--- src/verilog/adc_host_pkg.sv ---
// constants and types shared by the converter host interface and its result buffer
package adc_host_pkg;

  // result word and channel address widths
  localparam int RESULT_W = 12;
  localparam int CHAN_W = 2;
  localparam int CHAN_COUNT = 4;

  // channel codes, high select bit first
  localparam logic [CHAN_W-1:0] CHAN_INPUT_0 = 2'h0;
  localparam logic [CHAN_W-1:0] CHAN_INPUT_1 = 2'h1;
  localparam logic [CHAN_W-1:0] CHAN_INPUT_2 = 2'h2;
  localparam logic [CHAN_W-1:0] CHAN_INPUT_3 = 2'h3;

  // timing: the conversion clock runs at sixteen times the sample rate
  localparam int CLOCK_PERIOD_NS = 10;
  localparam int CLOCKS_PER_SAMPLE = 16;
  localparam int SAMPLE_PERIOD_NS = CLOCK_PERIOD_NS * CLOCKS_PER_SAMPLE;
  localparam int CONV_CYCLES = SAMPLE_PERIOD_NS / CLOCK_PERIOD_NS;
  localparam int SAMPLE_CYCLES = 3;
  localparam int CNT_W = 4;
  localparam logic [CNT_W-1:0] SAMPLE_LAST = CNT_W'(SAMPLE_CYCLES - 1);
  localparam logic [CNT_W-1:0] TRIAL_LAST = CNT_W'(SAMPLE_CYCLES + RESULT_W - 1);

  // result buffer
  localparam int BUF_DEPTH = 2;

  // reset values
  localparam logic [RESULT_W-1:0] RESULT_RESET = 12'h000;
  localparam logic [CHAN_W-1:0] CHAN_RESET = CHAN_INPUT_0;

  // conversion sequencer states
  typedef enum logic [1:0] {
    CONV_IDLE = 2'b00,
    CONV_SAMPLE = 2'b01,
    CONV_TRIAL = 2'b10,
    CONV_DONE = 2'b11
  } conv_state_t;

endpackage

--- src/verilog/result_stream_if.sv ---
// valid/ready word stream between the sequencer, the buffer and the read port
`timescale 1ns/10ps
`default_nettype none
interface result_stream_if;
  import adc_host_pkg::*;
  logic valid;
  logic ready;
  logic [RESULT_W-1:0] data;
  modport src (output valid, output data, input ready);
  modport snk (input valid, input data, output ready);
endinterface
`default_nettype wire
--- src/verilog/parallel_adc_host_interface.sv ---
// host strobe decoding and conversion sequencing of a four-channel 12-bit converter
// What this block does
// - with select and read strobe both low and busy high the result word is driven on the data outputs, except in the cycle a conversion starts.
// - select and convert strobe both low start a new conversion and float the data outputs.
// - the channel pins presented during the convert strobe pick the input converted.
// - busy goes low when a conversion starts and stays low for the whole conversion.
// - at the end of a conversion busy rises; the new result reaches the output word one clock later at the earliest, and only while no read is under way.
// - one conversion spans sixteen clock periods unless a full buffer stalls the hand-off, the clock being sixteen times the rate.
// - the channel pins are captured on the rising edge of the read or the convert strobe.
// - channel codes 00, 01, 10, 11 select inputs 0, 1, 2, 3, high bit first.
`timescale 1ns/10ps
`default_nettype none
module parallel_adc_host_interface (
  // clock and reset
  input wire logic clock,
  input wire logic resetn,
  // host strobes and channel address
  input wire logic cs_n,
  input wire logic wr_n,
  input wire logic rd_n,
  input wire logic channel_sel_lo,
  input wire logic channel_sel_hi,
  output logic busy_n,
  // three-state result bus
  output logic [adc_host_pkg::RESULT_W-1:0] result_out,
  output logic result_oe,
  // analog front end
  output logic [adc_host_pkg::CHAN_COUNT-1:0] analog_input_en,
  output logic sample_hold,
  output logic [adc_host_pkg::RESULT_W-1:0] dac_code,
  input wire logic cmp_keep
);
  import adc_host_pkg::*;

  // one-hot trial bit for a sequencer count, zero outside the trial steps
  function automatic logic [RESULT_W-1:0] trial_mask(input logic [CNT_W-1:0] cnt);
    logic [CNT_W-1:0] pos;
    pos = TRIAL_LAST - cnt;
    if (cnt > SAMPLE_LAST && cnt <= TRIAL_LAST) begin
      trial_mask = RESULT_W'(1) << pos;
    end else begin
      trial_mask = '0;
    end
  endfunction

  // channel code to input enable, high select bit first
  function automatic logic [CHAN_COUNT-1:0] chan_onehot(input logic [CHAN_W-1:0] code);
    chan_onehot = CHAN_COUNT'(1) << code;
  endfunction

  result_stream_if fill ();
  result_stream_if drain ();

  result_buffer u_buffer (
    .clock(clock),
    .resetn(resetn),
    .fill(fill),
    .drain(drain)
  );

  // strobe edge detection
  logic wr_n_q, wr_n_d;
  logic rd_n_q, rd_n_d;
  logic conv_strobe_q, conv_strobe_d;
  logic conv_strobe;
  logic start;
  logic wr_rise;
  logic rd_rise;
  logic read_active;
  logic [CHAN_W-1:0] chan_pins;

  assign conv_strobe = ~cs_n & ~wr_n;
  assign start = conv_strobe & ~conv_strobe_q;
  assign wr_rise = wr_n & ~wr_n_q;
  assign rd_rise = rd_n & ~rd_n_q;
  assign read_active = ~cs_n & ~rd_n;
  assign chan_pins = {channel_sel_hi, channel_sel_lo};

  always_comb begin
    wr_n_d = wr_n;
    rd_n_d = rd_n;
    conv_strobe_d = conv_strobe;
  end

  always_ff @(posedge clock) begin
    if (!resetn) begin
      wr_n_q <= 1'b1;
      rd_n_q <= 1'b1;
      conv_strobe_q <= 1'b0;
    end else begin
      wr_n_q <= wr_n_d;
      rd_n_q <= rd_n_d;
      conv_strobe_q <= conv_strobe_d;
    end
  end

  // channel address latch
  logic [CHAN_W-1:0] chan_q, chan_d;
  logic [CHAN_COUNT-1:0] en_q, en_d;

  always_comb begin
    chan_d = chan_q;
    if (start || wr_rise || rd_rise) begin
      chan_d = chan_pins;
    end
    en_d = chan_onehot(chan_d);
  end

  always_ff @(posedge clock) begin
    if (!resetn) begin
      chan_q <= CHAN_RESET;
      en_q <= chan_onehot(CHAN_RESET);
    end else begin
      chan_q <= chan_d;
      en_q <= en_d;
    end
  end

  assign analog_input_en = en_q;

  // conversion sequencer: sample, twelve trials, hand-off
  conv_state_t state_q, state_d;
  logic [CNT_W-1:0] cnt_q, cnt_d;
  logic [RESULT_W-1:0] trial_q, trial_d;
  logic [RESULT_W-1:0] dac_q, dac_d;
  logic busy_n_q, busy_n_d;
  logic hold_q, hold_d;

  always_comb begin
    state_d = state_q;
    cnt_d = cnt_q;
    trial_d = trial_q;
    case (state_q)
      CONV_IDLE: begin
        cnt_d = '0;
      end
      CONV_SAMPLE: begin
        cnt_d = cnt_q + CNT_W'(1);
        if (cnt_q == SAMPLE_LAST) begin
          state_d = CONV_TRIAL;
        end
      end
      CONV_TRIAL: begin
        if (cmp_keep) begin
          trial_d = trial_q | trial_mask(cnt_q);
        end
        cnt_d = cnt_q + CNT_W'(1);
        if (cnt_q == TRIAL_LAST) begin
          state_d = CONV_DONE;
        end
      end
      CONV_DONE: begin
        // a full buffer holds busy low, so the result waits here until there is room or a new strobe aborts it
        if (fill.ready) begin
          state_d = CONV_IDLE;
        end
      end
      default: begin
        state_d = CONV_IDLE;
      end
    endcase
    if (start) begin
      // a new strobe aborts whatever conversion is running
      state_d = CONV_SAMPLE;
      cnt_d = '0;
      trial_d = '0;
    end
    dac_d = trial_d | trial_mask(cnt_d);
    busy_n_d = (state_d == CONV_IDLE);
    hold_d = (state_d == CONV_SAMPLE);
  end

  always_ff @(posedge clock) begin
    if (!resetn) begin
      state_q <= CONV_IDLE;
      cnt_q <= '0;
      trial_q <= RESULT_RESET;
      dac_q <= RESULT_RESET;
      busy_n_q <= 1'b1;
      hold_q <= 1'b0;
    end else begin
      state_q <= state_d;
      cnt_q <= cnt_d;
      trial_q <= trial_d;
      dac_q <= dac_d;
      busy_n_q <= busy_n_d;
      hold_q <= hold_d;
    end
  end

  assign fill.valid = (state_q == CONV_DONE);
  assign fill.data = trial_q;
  assign busy_n = busy_n_q;
  assign dac_code = dac_q;
  assign sample_hold = hold_q;

  // read port: the output word only changes while no read is under way
  logic [RESULT_W-1:0] result_q, result_d;

  assign drain.ready = ~read_active;

  always_comb begin
    result_d = result_q;
    if (drain.valid && drain.ready) begin
      result_d = drain.data;
    end
  end

  always_ff @(posedge clock) begin
    if (!resetn) begin
      result_q <= RESULT_RESET;
    end else begin
      result_q <= result_d;
    end
  end

  assign result_out = result_q;
  assign result_oe = read_active & busy_n_q & ~start;

  // helper: length of the current busy-low stretch, saturating
  logic [7:0] low_cnt_q;

  always_ff @(posedge clock) begin
    if (!resetn || busy_n_q || start) begin
      low_cnt_q <= 8'h00;
    end else if (low_cnt_q != 8'hFF) begin
      low_cnt_q <= low_cnt_q + 8'h01;
    end
  end

  AST_START_FLOATS: assert property (@(posedge clock) disable iff (!resetn)
    start |-> !result_oe ##1 (!busy_n && !result_oe))
    else $error("conversion start did not float the data outputs");

  AST_CHAN_AT_START: assert property (@(posedge clock) disable iff (!resetn)
    start |=> chan_q == $past(chan_pins))
    else $error("channel pins not taken at conversion start");

  AST_BUSY_HOLDS: assert property (@(posedge clock) disable iff (!resetn)
    (start ##1 !start [*7]) |-> !busy_n [*8])
    else $error("busy rose early during a conversion");

  AST_DONE_RESULT: assert property (@(posedge clock) disable iff (!resetn)
    (state_q == CONV_DONE && fill.ready && !start) |=> busy_n && drain.valid)
    else $error("finished result not released with busy");

  AST_CONV_LENGTH: assert property (@(posedge clock) disable iff (!resetn)
    $rose(busy_n) |-> low_cnt_q >= 8'(CONV_CYCLES))
    else $error("conversion shorter than sixteen clocks");

  // the stretch counter stands in for a long repetition; it reads fifteen in the hand-off cycle
  AST_FAST_FINISH: assert property (@(posedge clock) disable iff (!resetn)
    (!busy_n && !start && fill.ready && low_cnt_q == 8'(CONV_CYCLES - 1)) |=> busy_n)
    else $error("unstalled conversion lasted beyond sixteen clocks");

  AST_CHAN_EDGE: assert property (@(posedge clock) disable iff (!resetn)
    (wr_rise || rd_rise) |=> chan_q == $past(chan_pins))
    else $error("channel pins not captured on strobe rising edge");

  AST_CHAN_MAP: assert property (@(posedge clock) disable iff (!resetn)
    (chan_q == CHAN_INPUT_2) |-> analog_input_en == 4'h4)
    else $error("channel code 10 does not enable input 2");

  AST_READ_DRIVES: assert property (@(posedge clock) disable iff (!resetn)
    (read_active && busy_n && !start) |-> result_oe && (!$past(read_active) || $stable(result_out)))
    else $error("read during idle did not drive a steady result");

  AST_FLOAT_OTHERWISE: assert property (@(posedge clock) disable iff (!resetn)
    result_oe |-> (!cs_n && !rd_n && busy_n))
    else $error("data outputs driven outside a read");

  // busy, sampling, trial code, output enable and channel checks that need no long repetition
  AST_BUSY_FALLS: assert property (@(posedge clock) disable iff (!resetn)
    start |=> !busy_n)
    else $error("busy did not fall after a conversion start");

  AST_BUSY_STAYS: assert property (@(posedge clock) disable iff (!resetn)
    (!busy_n && !start && low_cnt_q < 8'(CONV_CYCLES - 1)) |=> !busy_n)
    else $error("busy rose before the conversion finished");

  AST_SAMPLE_WINDOW: assert property (@(posedge clock) disable iff (!resetn)
    start |=> sample_hold [*3])
    else $error("sample phase shorter than three clocks");

  AST_SAMPLE_ENDS: assert property (@(posedge clock) disable iff (!resetn)
    (start ##1 !start [*3]) |=> !sample_hold)
    else $error("sample phase longer than three clocks");

  AST_FIRST_TRIAL: assert property (@(posedge clock) disable iff (!resetn)
    (start ##1 !start [*3]) |=> dac_code == 12'h800)
    else $error("first trial code is not the top bit");

  AST_OE_IN_CONV: assert property (@(posedge clock) disable iff (!resetn)
    !busy_n |-> !result_oe)
    else $error("data outputs driven during a conversion");

  AST_NO_DROP: assert property (@(posedge clock) disable iff (!resetn)
    (fill.valid && !fill.ready) |=> !busy_n)
    else $error("busy rose while the finished word was refused");

  AST_CHAN_HOLD: assert property (@(posedge clock) disable iff (!resetn)
    !(start || wr_rise || rd_rise) |=> $stable(chan_q))
    else $error("channel latch changed without a strobe edge");

endmodule
`default_nettype wire

--- src/verilog/result_buffer.sv ---
// two-entry result buffer with valid and ready on both sides
`timescale 1ns/10ps
`default_nettype none
module result_buffer (
  // clock and reset
  input wire logic clock,
  input wire logic resetn,
  // streams
  result_stream_if.snk fill,
  result_stream_if.src drain
);
  import adc_host_pkg::*;

  logic [RESULT_W-1:0] mem_q [BUF_DEPTH];
  logic [RESULT_W-1:0] mem_d [BUF_DEPTH];
  logic wr_ptr_q, wr_ptr_d;
  logic rd_ptr_q, rd_ptr_d;
  logic [1:0] count_q, count_d;
  logic push, pop;

  assign fill.ready = (count_q != 2'(BUF_DEPTH));
  assign drain.valid = (count_q != 2'h0);
  assign drain.data = mem_q[rd_ptr_q];

  always_comb begin
    push = fill.valid & fill.ready;
    pop = drain.valid & drain.ready;
    mem_d = mem_q;
    wr_ptr_d = wr_ptr_q;
    rd_ptr_d = rd_ptr_q;
    count_d = count_q;
    if (push) begin
      mem_d[wr_ptr_q] = fill.data;
      wr_ptr_d = ~wr_ptr_q;
    end
    if (pop) begin
      rd_ptr_d = ~rd_ptr_q;
    end
    if (push && !pop) begin
      count_d = count_q + 2'h1;
    end else if (pop && !push) begin
      count_d = count_q - 2'h1;
    end
  end

  always_ff @(posedge clock) begin
    if (!resetn) begin
      mem_q[0] <= RESULT_RESET;
      mem_q[1] <= RESULT_RESET;
      wr_ptr_q <= 1'b0;
      rd_ptr_q <= 1'b0;
      count_q <= 2'h0;
    end else begin
      mem_q <= mem_d;
      wr_ptr_q <= wr_ptr_d;
      rd_ptr_q <= rd_ptr_d;
      count_q <= count_d;
    end
  end

endmodule
`default_nettype wire

--- config.mk ---
export PLATFORM = sky130hd
export DESIGN_NAME = parallel_adc_host_interface
export DESIGN_NICKNAME = d
export VERILOG_FILES = /design/src/verilog/adc_host_pkg.sv /design/src/verilog/result_stream_if.sv /design/src/verilog/parallel_adc_host_interface.sv /design/src/verilog/result_buffer.sv
export SDC_FILE = /design/constraint.sdc
export NUM_CORES = 1
export LEC_CHECK = 0
export BUFFER_PORTS_ARGS = -buffer_cell sky130_fd_sc_hd__buf_2
export CAP_MARGIN = 40
export CORE_ASPECT_RATIO = 0.6
export CORE_UTILIZATION = 40
export CTS_CLUSTER_DIAMETER = 80
export DETAILED_ROUTE_END_ITERATION = 16
export GPL_TIMING_DRIVEN = 0
export PLACE_DENSITY_LB_ADDON = 0.25
export SLEW_MARGIN = 20
export SYNTH_ARGS = -nofsm -noshare
export SYNTH_HDL_FRONTEND = slang
export SYNTH_SLANG_ARGS = --single-unit
--- constraint.sdc ---
create_clock -name clock -period 2.9 [get_ports clock]
set_clock_uncertainty 0.2 [all_clocks]
set_input_delay 0 -clock clock [delete_from_list [all_inputs] [get_ports clock]]
set_output_delay 0 -clock clock [all_outputs]
set_load 0.05 [all_outputs]
; Word level (Yosys, flattened, before mapping)
; Cells that the tools add are included.
[totals]
reg_bits = 81
in_bits = 8
output_inout_bits = 31
word_cells = 100
[op_classes]
add_sub_neg = 5
n_lt_le_gt_ge = 7
eq_ne = 7
shift = 3
n_mux = 23
n_bitwise = 23
reduce_logical = 15
[ops]
columns = operator, n
row1 = $mux 12, 11
row2 = $bwmux 24, 1
row3 = $or 12x12->12, 2
row4 = $shl 1x4->12 const A, 2
row5 = $mux 2, 7
row6 = $demux 12 s1, 1
row7 = $not 1->1, 10
row8 = $and 1x1->1, 9
row9 = $gt 4x2->1 const B, 2
row10 = $le 4x4->1 const B, 2
row11 = $pmux 4 s2, 1
row12 = $sub 4x4->4 const A, 2
row13 = $logic_and 1x1->1, 6
row14 = $pmux 2 s3, 1
row15 = $add 4x1->4 const B, 1
row16 = $eq 2x1->1 const B, 2
row17 = $eq 2x2->1 const B, 2
row18 = $eq 4x2->1 const B, 1
row19 = $eq 4x4->1 const B, 1
row20 = $ge 2x2->1 const B, 2
row21 = $logic_not 2->1, 2
row22 = $mux 4, 1
row23 = $not 1->2, 2
row24 = $reduce_bool 2->1, 2
row25 = 8 further kinds, 10

; Longest topological paths before layout
[logic_depth]
word_depth = 10
ltp_mapped = 10
depth_no_buf = 10

; Cells and area by module
; A second synthesis with hierarchy kept.
[unflattened]
hier_cells = 382
hier_area_um2 = 3683.5
[modules_own_cells]
columns = mod, n_inst, cells_per_inst, area_per_inst_um2, seq_area_each_um2
row1 = parallel_adc_host_interface, 1, 256, 2374.8, 1061.0
row2 = result_buffer, 1, 126, 1308.8, 560.5

; Worst setup path after synthesis
; Ideal clock, no wire load.
[synth_timing]
kind = reg2reg
start = reg cnt_q[1]
end = reg dac_q[10] (netlist: dac_code[10])
setup_ns = 0.087
arrival_time_ns = 2.388
required_ns = 2.613
setup_slack_ns = 0.225
path_stages_with_launch = 11
path_buffers = 1
period_less_slack_ns = 2.675
path_cell_list = dfxtp_1 -> ha_1 -> clkbuf_1 -> nor2b_1 -> nand2_1 -> and2_1 -> or2_2 -> ha_1 -> nor3b_1 -> nand3_1 -> o31ai_1
[synth_between]
elab_chain_cells = 10
word_cells_on_any_way = 22
classes_between = add/sub (3) / order compare (4) / shift (2) / mux (9) / bitwise (2) / reduce/logical (2)
[synth_rtl]
columns = item, line_no
row1 = start: declaration, parallel_adc_host_interface.sv:123  ; logic [CNT_W-1:0] cnt_q, cnt_d;
row2 = start signal: assignment, parallel_adc_host_interface.sv:183  ; cnt_q <= cnt_d;
row3 = "parallel branches: the longest is 9 deep, another holds $add 4x1->4", --
row4 = $or 12x12->12 (*), parallel_adc_host_interface.sv:168  ; dac_d = trial_d | trial_mask(cnt_d);
row5 = end signal: assignment, parallel_adc_host_interface.sv:178  ; dac_q <= RESULT_RESET;
row6 = end signal: assignment, parallel_adc_host_interface.sv:185  ; dac_q <= dac_d;
row7 = end: declaration, parallel_adc_host_interface.sv:125  ; logic [RESULT_W-1:0] dac_q, dac_d;
; Every way passes the cells marked *. The select of a mux whose other input is x is not followed.
; A chain may end at the register's enable or synchronous reset.

; Worst setup path in the final report
[layout_timing]
start = reg state_q[1]
end = reg dac_q[10] (netlist: dac_code[10])
[layout_between]
elab_chain_cells = 8
word_cells_on_any_way = 15
classes_between = add/sub (1) / order compare (2) / eq/ne (2) / shift (1) / mux (5) / bitwise (1) / reduce/logical (3)
[layout_rtl]
columns = item, line_no
row1 = start: declaration, parallel_adc_host_interface.sv:122  ; conv_state_t state_q, state_d;
row2 = start signal: assignment, parallel_adc_host_interface.sv:182  ; state_q <= state_d;
row3 = $eq 2x2->1 or $eq 2x1->1 (tied branches), parallel_adc_host_interface.sv:133  ; case (state_q)
row4 = $reduce_or 2->1 (no line), --
row5 = $pmux 4 s2, parallel_adc_host_interface.sv:133
row6 = $mux 4, parallel_adc_host_interface.sv:162  ; if (start) begin
row7 = "$sub 4x4->4, or another cell as far along", parallel_adc_host_interface.sv:38  ; pos = TRIAL_LAST - cnt;
row8 = $shl 1x4->12 or $logic_and 1x1->1 (tied branches), "parallel_adc_host_interface.sv:40, parallel_adc_host_interface.sv:39"
row9 = $mux 12, parallel_adc_host_interface.sv:39  ; if (cnt > SAMPLE_LAST && cnt <= TRIAL_LAST) begin
row10 = $or 12x12->12 (*), parallel_adc_host_interface.sv:168
; Every way passes the cells marked *; elsewhere a longest branch is shown, timed or not.

==> summary.md <==
| Metric | Value |
|---|---|
| CP bufs+invs | 1 |
| Largest net degree at the start of global routing | 15 |
| Post-synthesis register bit count | 81 |
| Root Buffer | clkbuf_16 |
| Sequential share of the synthesized area | 45.7% |
| # H-tree levels | 3 |
| Buffers on Ports | 38 |
| Metal2 WL | 3370 um |
| M1 WL | 4330 um |
| # Max-Cap Violations | 0 |
| Critical Path AT | 2830 ps |
| Fin nets | 435 |
| Mapped Area | 0.00354 mm^2 |
| Distinct cells, synth | 50 |
| CP max stage cell | dfxtp_1 |
| Die Width | 124 um |
| Clock Latency Late Sink | 340 ps |
| Syn Nets | 379 |
| Overflow after GRT | 0 |
| Met3 routed WL | 606 um |
| DRT Pass-1 Iters | 4 |
| Fin crit share | 96.0% |
| Status | completed |
| CTS tree | done |
| Clock slew at reported path FFs | 60 ps |
| Post-route ant nets | 0 |
| Num rows | 26 |
| DP Wirelength | 6120 um |
| Vias in the first global route | 2543 |
| Initial antenna violation count | 0 |
| Max stage delay on crit path | 360 ps |
| Routed WL | 8360 um |
| Maximum clock insertion buffer count | 2 |
| Syn avg cell area | 9.90 um^2 |
| CP top delay family | simple AND/OR/NAND/NOR gates |
| Crit path from | state_q[1] |
| Die height | 74.9 um |
| I/O Pins | 39 |
| PwrDens | 790 mW/mm^2 |
| Crit Path Category | reg -> reg |
| Critical-path maximum fanout | 4 |
| Area grow syn2layout | 24.8% |
| Final setup violation count | 0 |
| EDFF count, synth | 0 |
| DR iter-0 viols | 167 |
| Post-CTS setup buffer count | 0 |
| Via Count | 2748 |
| Starting Density | 41.4% |
| Die area | 0.00925 mm^2 |
| Post-Syn Instances | 358 |
| Gpl congestion | 0.899 |
| First-pass GRT wire length | 13200 um |
| Async set-reset flop share out of synthesis | 0% |
| Share of cells above drive strength 1 | 19.1% |
| Core area | 0.00856 mm^2 |
| GRT Resource Usage Total | 19.6% |
| Min Hold Slack | 113 ps |
| Final Hold Viols | 0 |
| Worst setup EP type | register |
| Dpl cells | 509 |
| Critical path's most frequent cell | ha_4 |
| ANT cells | 0 |
| Launching point of the worst reg2reg path | state_q[1] |
| Slew Limit Fails | 0 |
| Finished Cell Area | 0.00442 mm^2 |
| Placed cell areas | 0.00388 mm^2 |
| Least-Margin Pin Slew | 728 ps |
| Primary FF master, synth | dfxtp_1 |
| Num CTS Buffers | 9 |
| Via/cell ratio | 5.18 |
| HP Class | in -> reg |
| Critical-path cell list | inv_1 > ha_4 > nor2b_2 > nand2_1 > and2_1 > or2_2 > ha_4 > nor3b_2 > nand3_2 > o31ai_4 |
| Min cycle time layout | 2790 ps |
| Top Metal Used | met4 |
| Clock sink count | 81 |
| Startpoint Class | register |
| Worst IR Drop VDD | 0.000439 V |
| Cell Count, Final, Fillers Out | 531 |
| Synthesis Warnings | 0 |
| Wirelength per Cell | 15.7 um |
| Hold_sp | cmp_keep |
| Slew headroom | 51.1% |
| Pleak | 0.00202 uW |
| Fmax | 359 MHz |
| WP data required | 2950 ps |
| DRC | 0 |
==> worst reg2reg max path, delay by kind of cell, from the launching register on <==
kind / cells / cell delay (ps)
and+or+nand+nor: 6 / 1170
AOI/OAI and AO/OA: 1 / 270
DFF: 1 / 360
adders and majority gates: 2 / 570
buffers and inverters: 1 / 110
==> flip-flops by register name, summed over array words and instances, names as in the netlist, 2 cells and up <==
| register | cells |
|---|---|
| u_buffer.count_q | 2 |
| state_q | 2 |
| chan_q | 2 |
| fill.data | 12 |
| result_out | 12 |
| dac_code | 12 |
| cnt_q | 4 |
| analog_input_en | 4 |
| u_buffer.mem_q | 24 |
==> placed cells by master, fill, tap and decap left out, types with 3 or more instances in the layout <==
cell type,synthesis,final
dfxtp_1,81,78
buf_2,4,43
mux2i_1,40,40
nor2b_1,36,35
nand2_1,25,25
inv_1,21,21
clkbuf_1,15,14
o21ai_0,12,12
o211a_1,12,12
ha_1,13,10
clkbuf_16,0,9
nor2_1,8,8
and2_1,7,7
dlygate4sd3_1,0,7
nand3_1,8,6
a32oi_1,6,6
bufinv_16,0,5
a22oi_1,4,4
a21oi_1,4,4
xnor2_1,4,4
nand3b_1,3,3
nor3b_1,4,3
a31oi_1,3,3
a21boi_0,3,3
and3_1,3,3
nand2b_1,3,3
o31ai_1,5,3
ha_4,0,3
dfxtp_2,0,3
==> kinds of logic (layout without fill, tap and decap cells) <==
group | count (synthesis) | after routing | share of synthesized area [%]
flip-flops | 81 | 81 | 45.7
AND/OR/NAND/NOR | 113 | 113 | 18.2
XOR/XNOR | 6 | 6 | 1.48
AO/OA/AOI/OAI | 62 | 62 | 13.4
buffers and inverters | 42 | 103 | 4.91
adder cells (fa/ha/maj) | 13 | 13 | 4.59
multiplexers | 41 | 41 | 11.6
==> synthesized netlist by cell type, types with 3 or more instances <==
cell	count	area [um^2]
nor2_1	8	30.0
nor2b_1	36	225
ha_1	13	163
a32oi_1	6	52.6
o31ai_1	5	37.5
nor3b_1	4	30.0
dfxtp_1	81	1620
and2_1	7	43.8
nand2b_1	3	18.8
o21ai_0	12	60.1
a22oi_1	4	30.0
clkbuf_1	15	56.3
nand2_1	25	93.8
a31oi_1	3	18.8
and3_1	3	18.8
inv_1	21	78.8
nand3b_1	3	22.5
xnor2_1	4	35.0
o211a_1	12	120
mux2i_1	40	400
nand3_1	8	40.0
a21boi_0	3	22.5
a21oi_1	4	20.0
buf_2	4	20.0
==> worst paths after layout <==
check	to	slack, ps	depth (start not counted)
setup / recovery	dac_code[10]	110	10
hold / removal	fill.data[9]	110	4
setup reg to reg	dac_code[10]	110	10
hold reg to reg	result_out[5]	290	1
==> area by class of cell <==
cell class                 count  area [um^2]
sequential                    81         1630
tap                          112          140
timing repair buffer          46          265
buffer                        20         91.3
clock buffer                   9          225
fill                         792         4130
clock inverter                 7          166
multi-input combinational    235         1830
inverter                      21         78.8
==> routing by layer <==
layer	vias up	GRT usage (%)
li1	1368	-
met1	1295	27.6
met2	77	27.7
met3	8	7.80
met4	0	5.09
met5	-	0
==> where the power goes <==
| part | switching [uW] | internal [uW] |
|---|---|---|
| registers | 54.4 | 1210 |
| clock network | 457 | 1020 |
| logic | 520 | 232 |
==> per-stage QoR <==
step / TNS (ps) / total power, uW / util [%] / setup slack (ps)
2_1_floorplan: 0 / 1860 / - / 225
3_3_place_gp: -1220 / 2030 / 45.3 / -339
3_5_place_dp: -1120 / 2040 / 45.3 / -337
4_1_cts: 0 / 3530 / 51.2 / 16.2
5_1_grt: -13.3 / 3640 / 51.7 / -13.3
6_report: 0 / 3490 / 51.7 / 115
==> repair_timing <==
action	CTS	global route
endpoints found under the hold margin	10	0
setup endpoints to repair	5	4
pin swaps	1	5
gates resized for setup	8	7
hold buffers	7	0
Note: power is estimated with default switching activity, not from simulation.
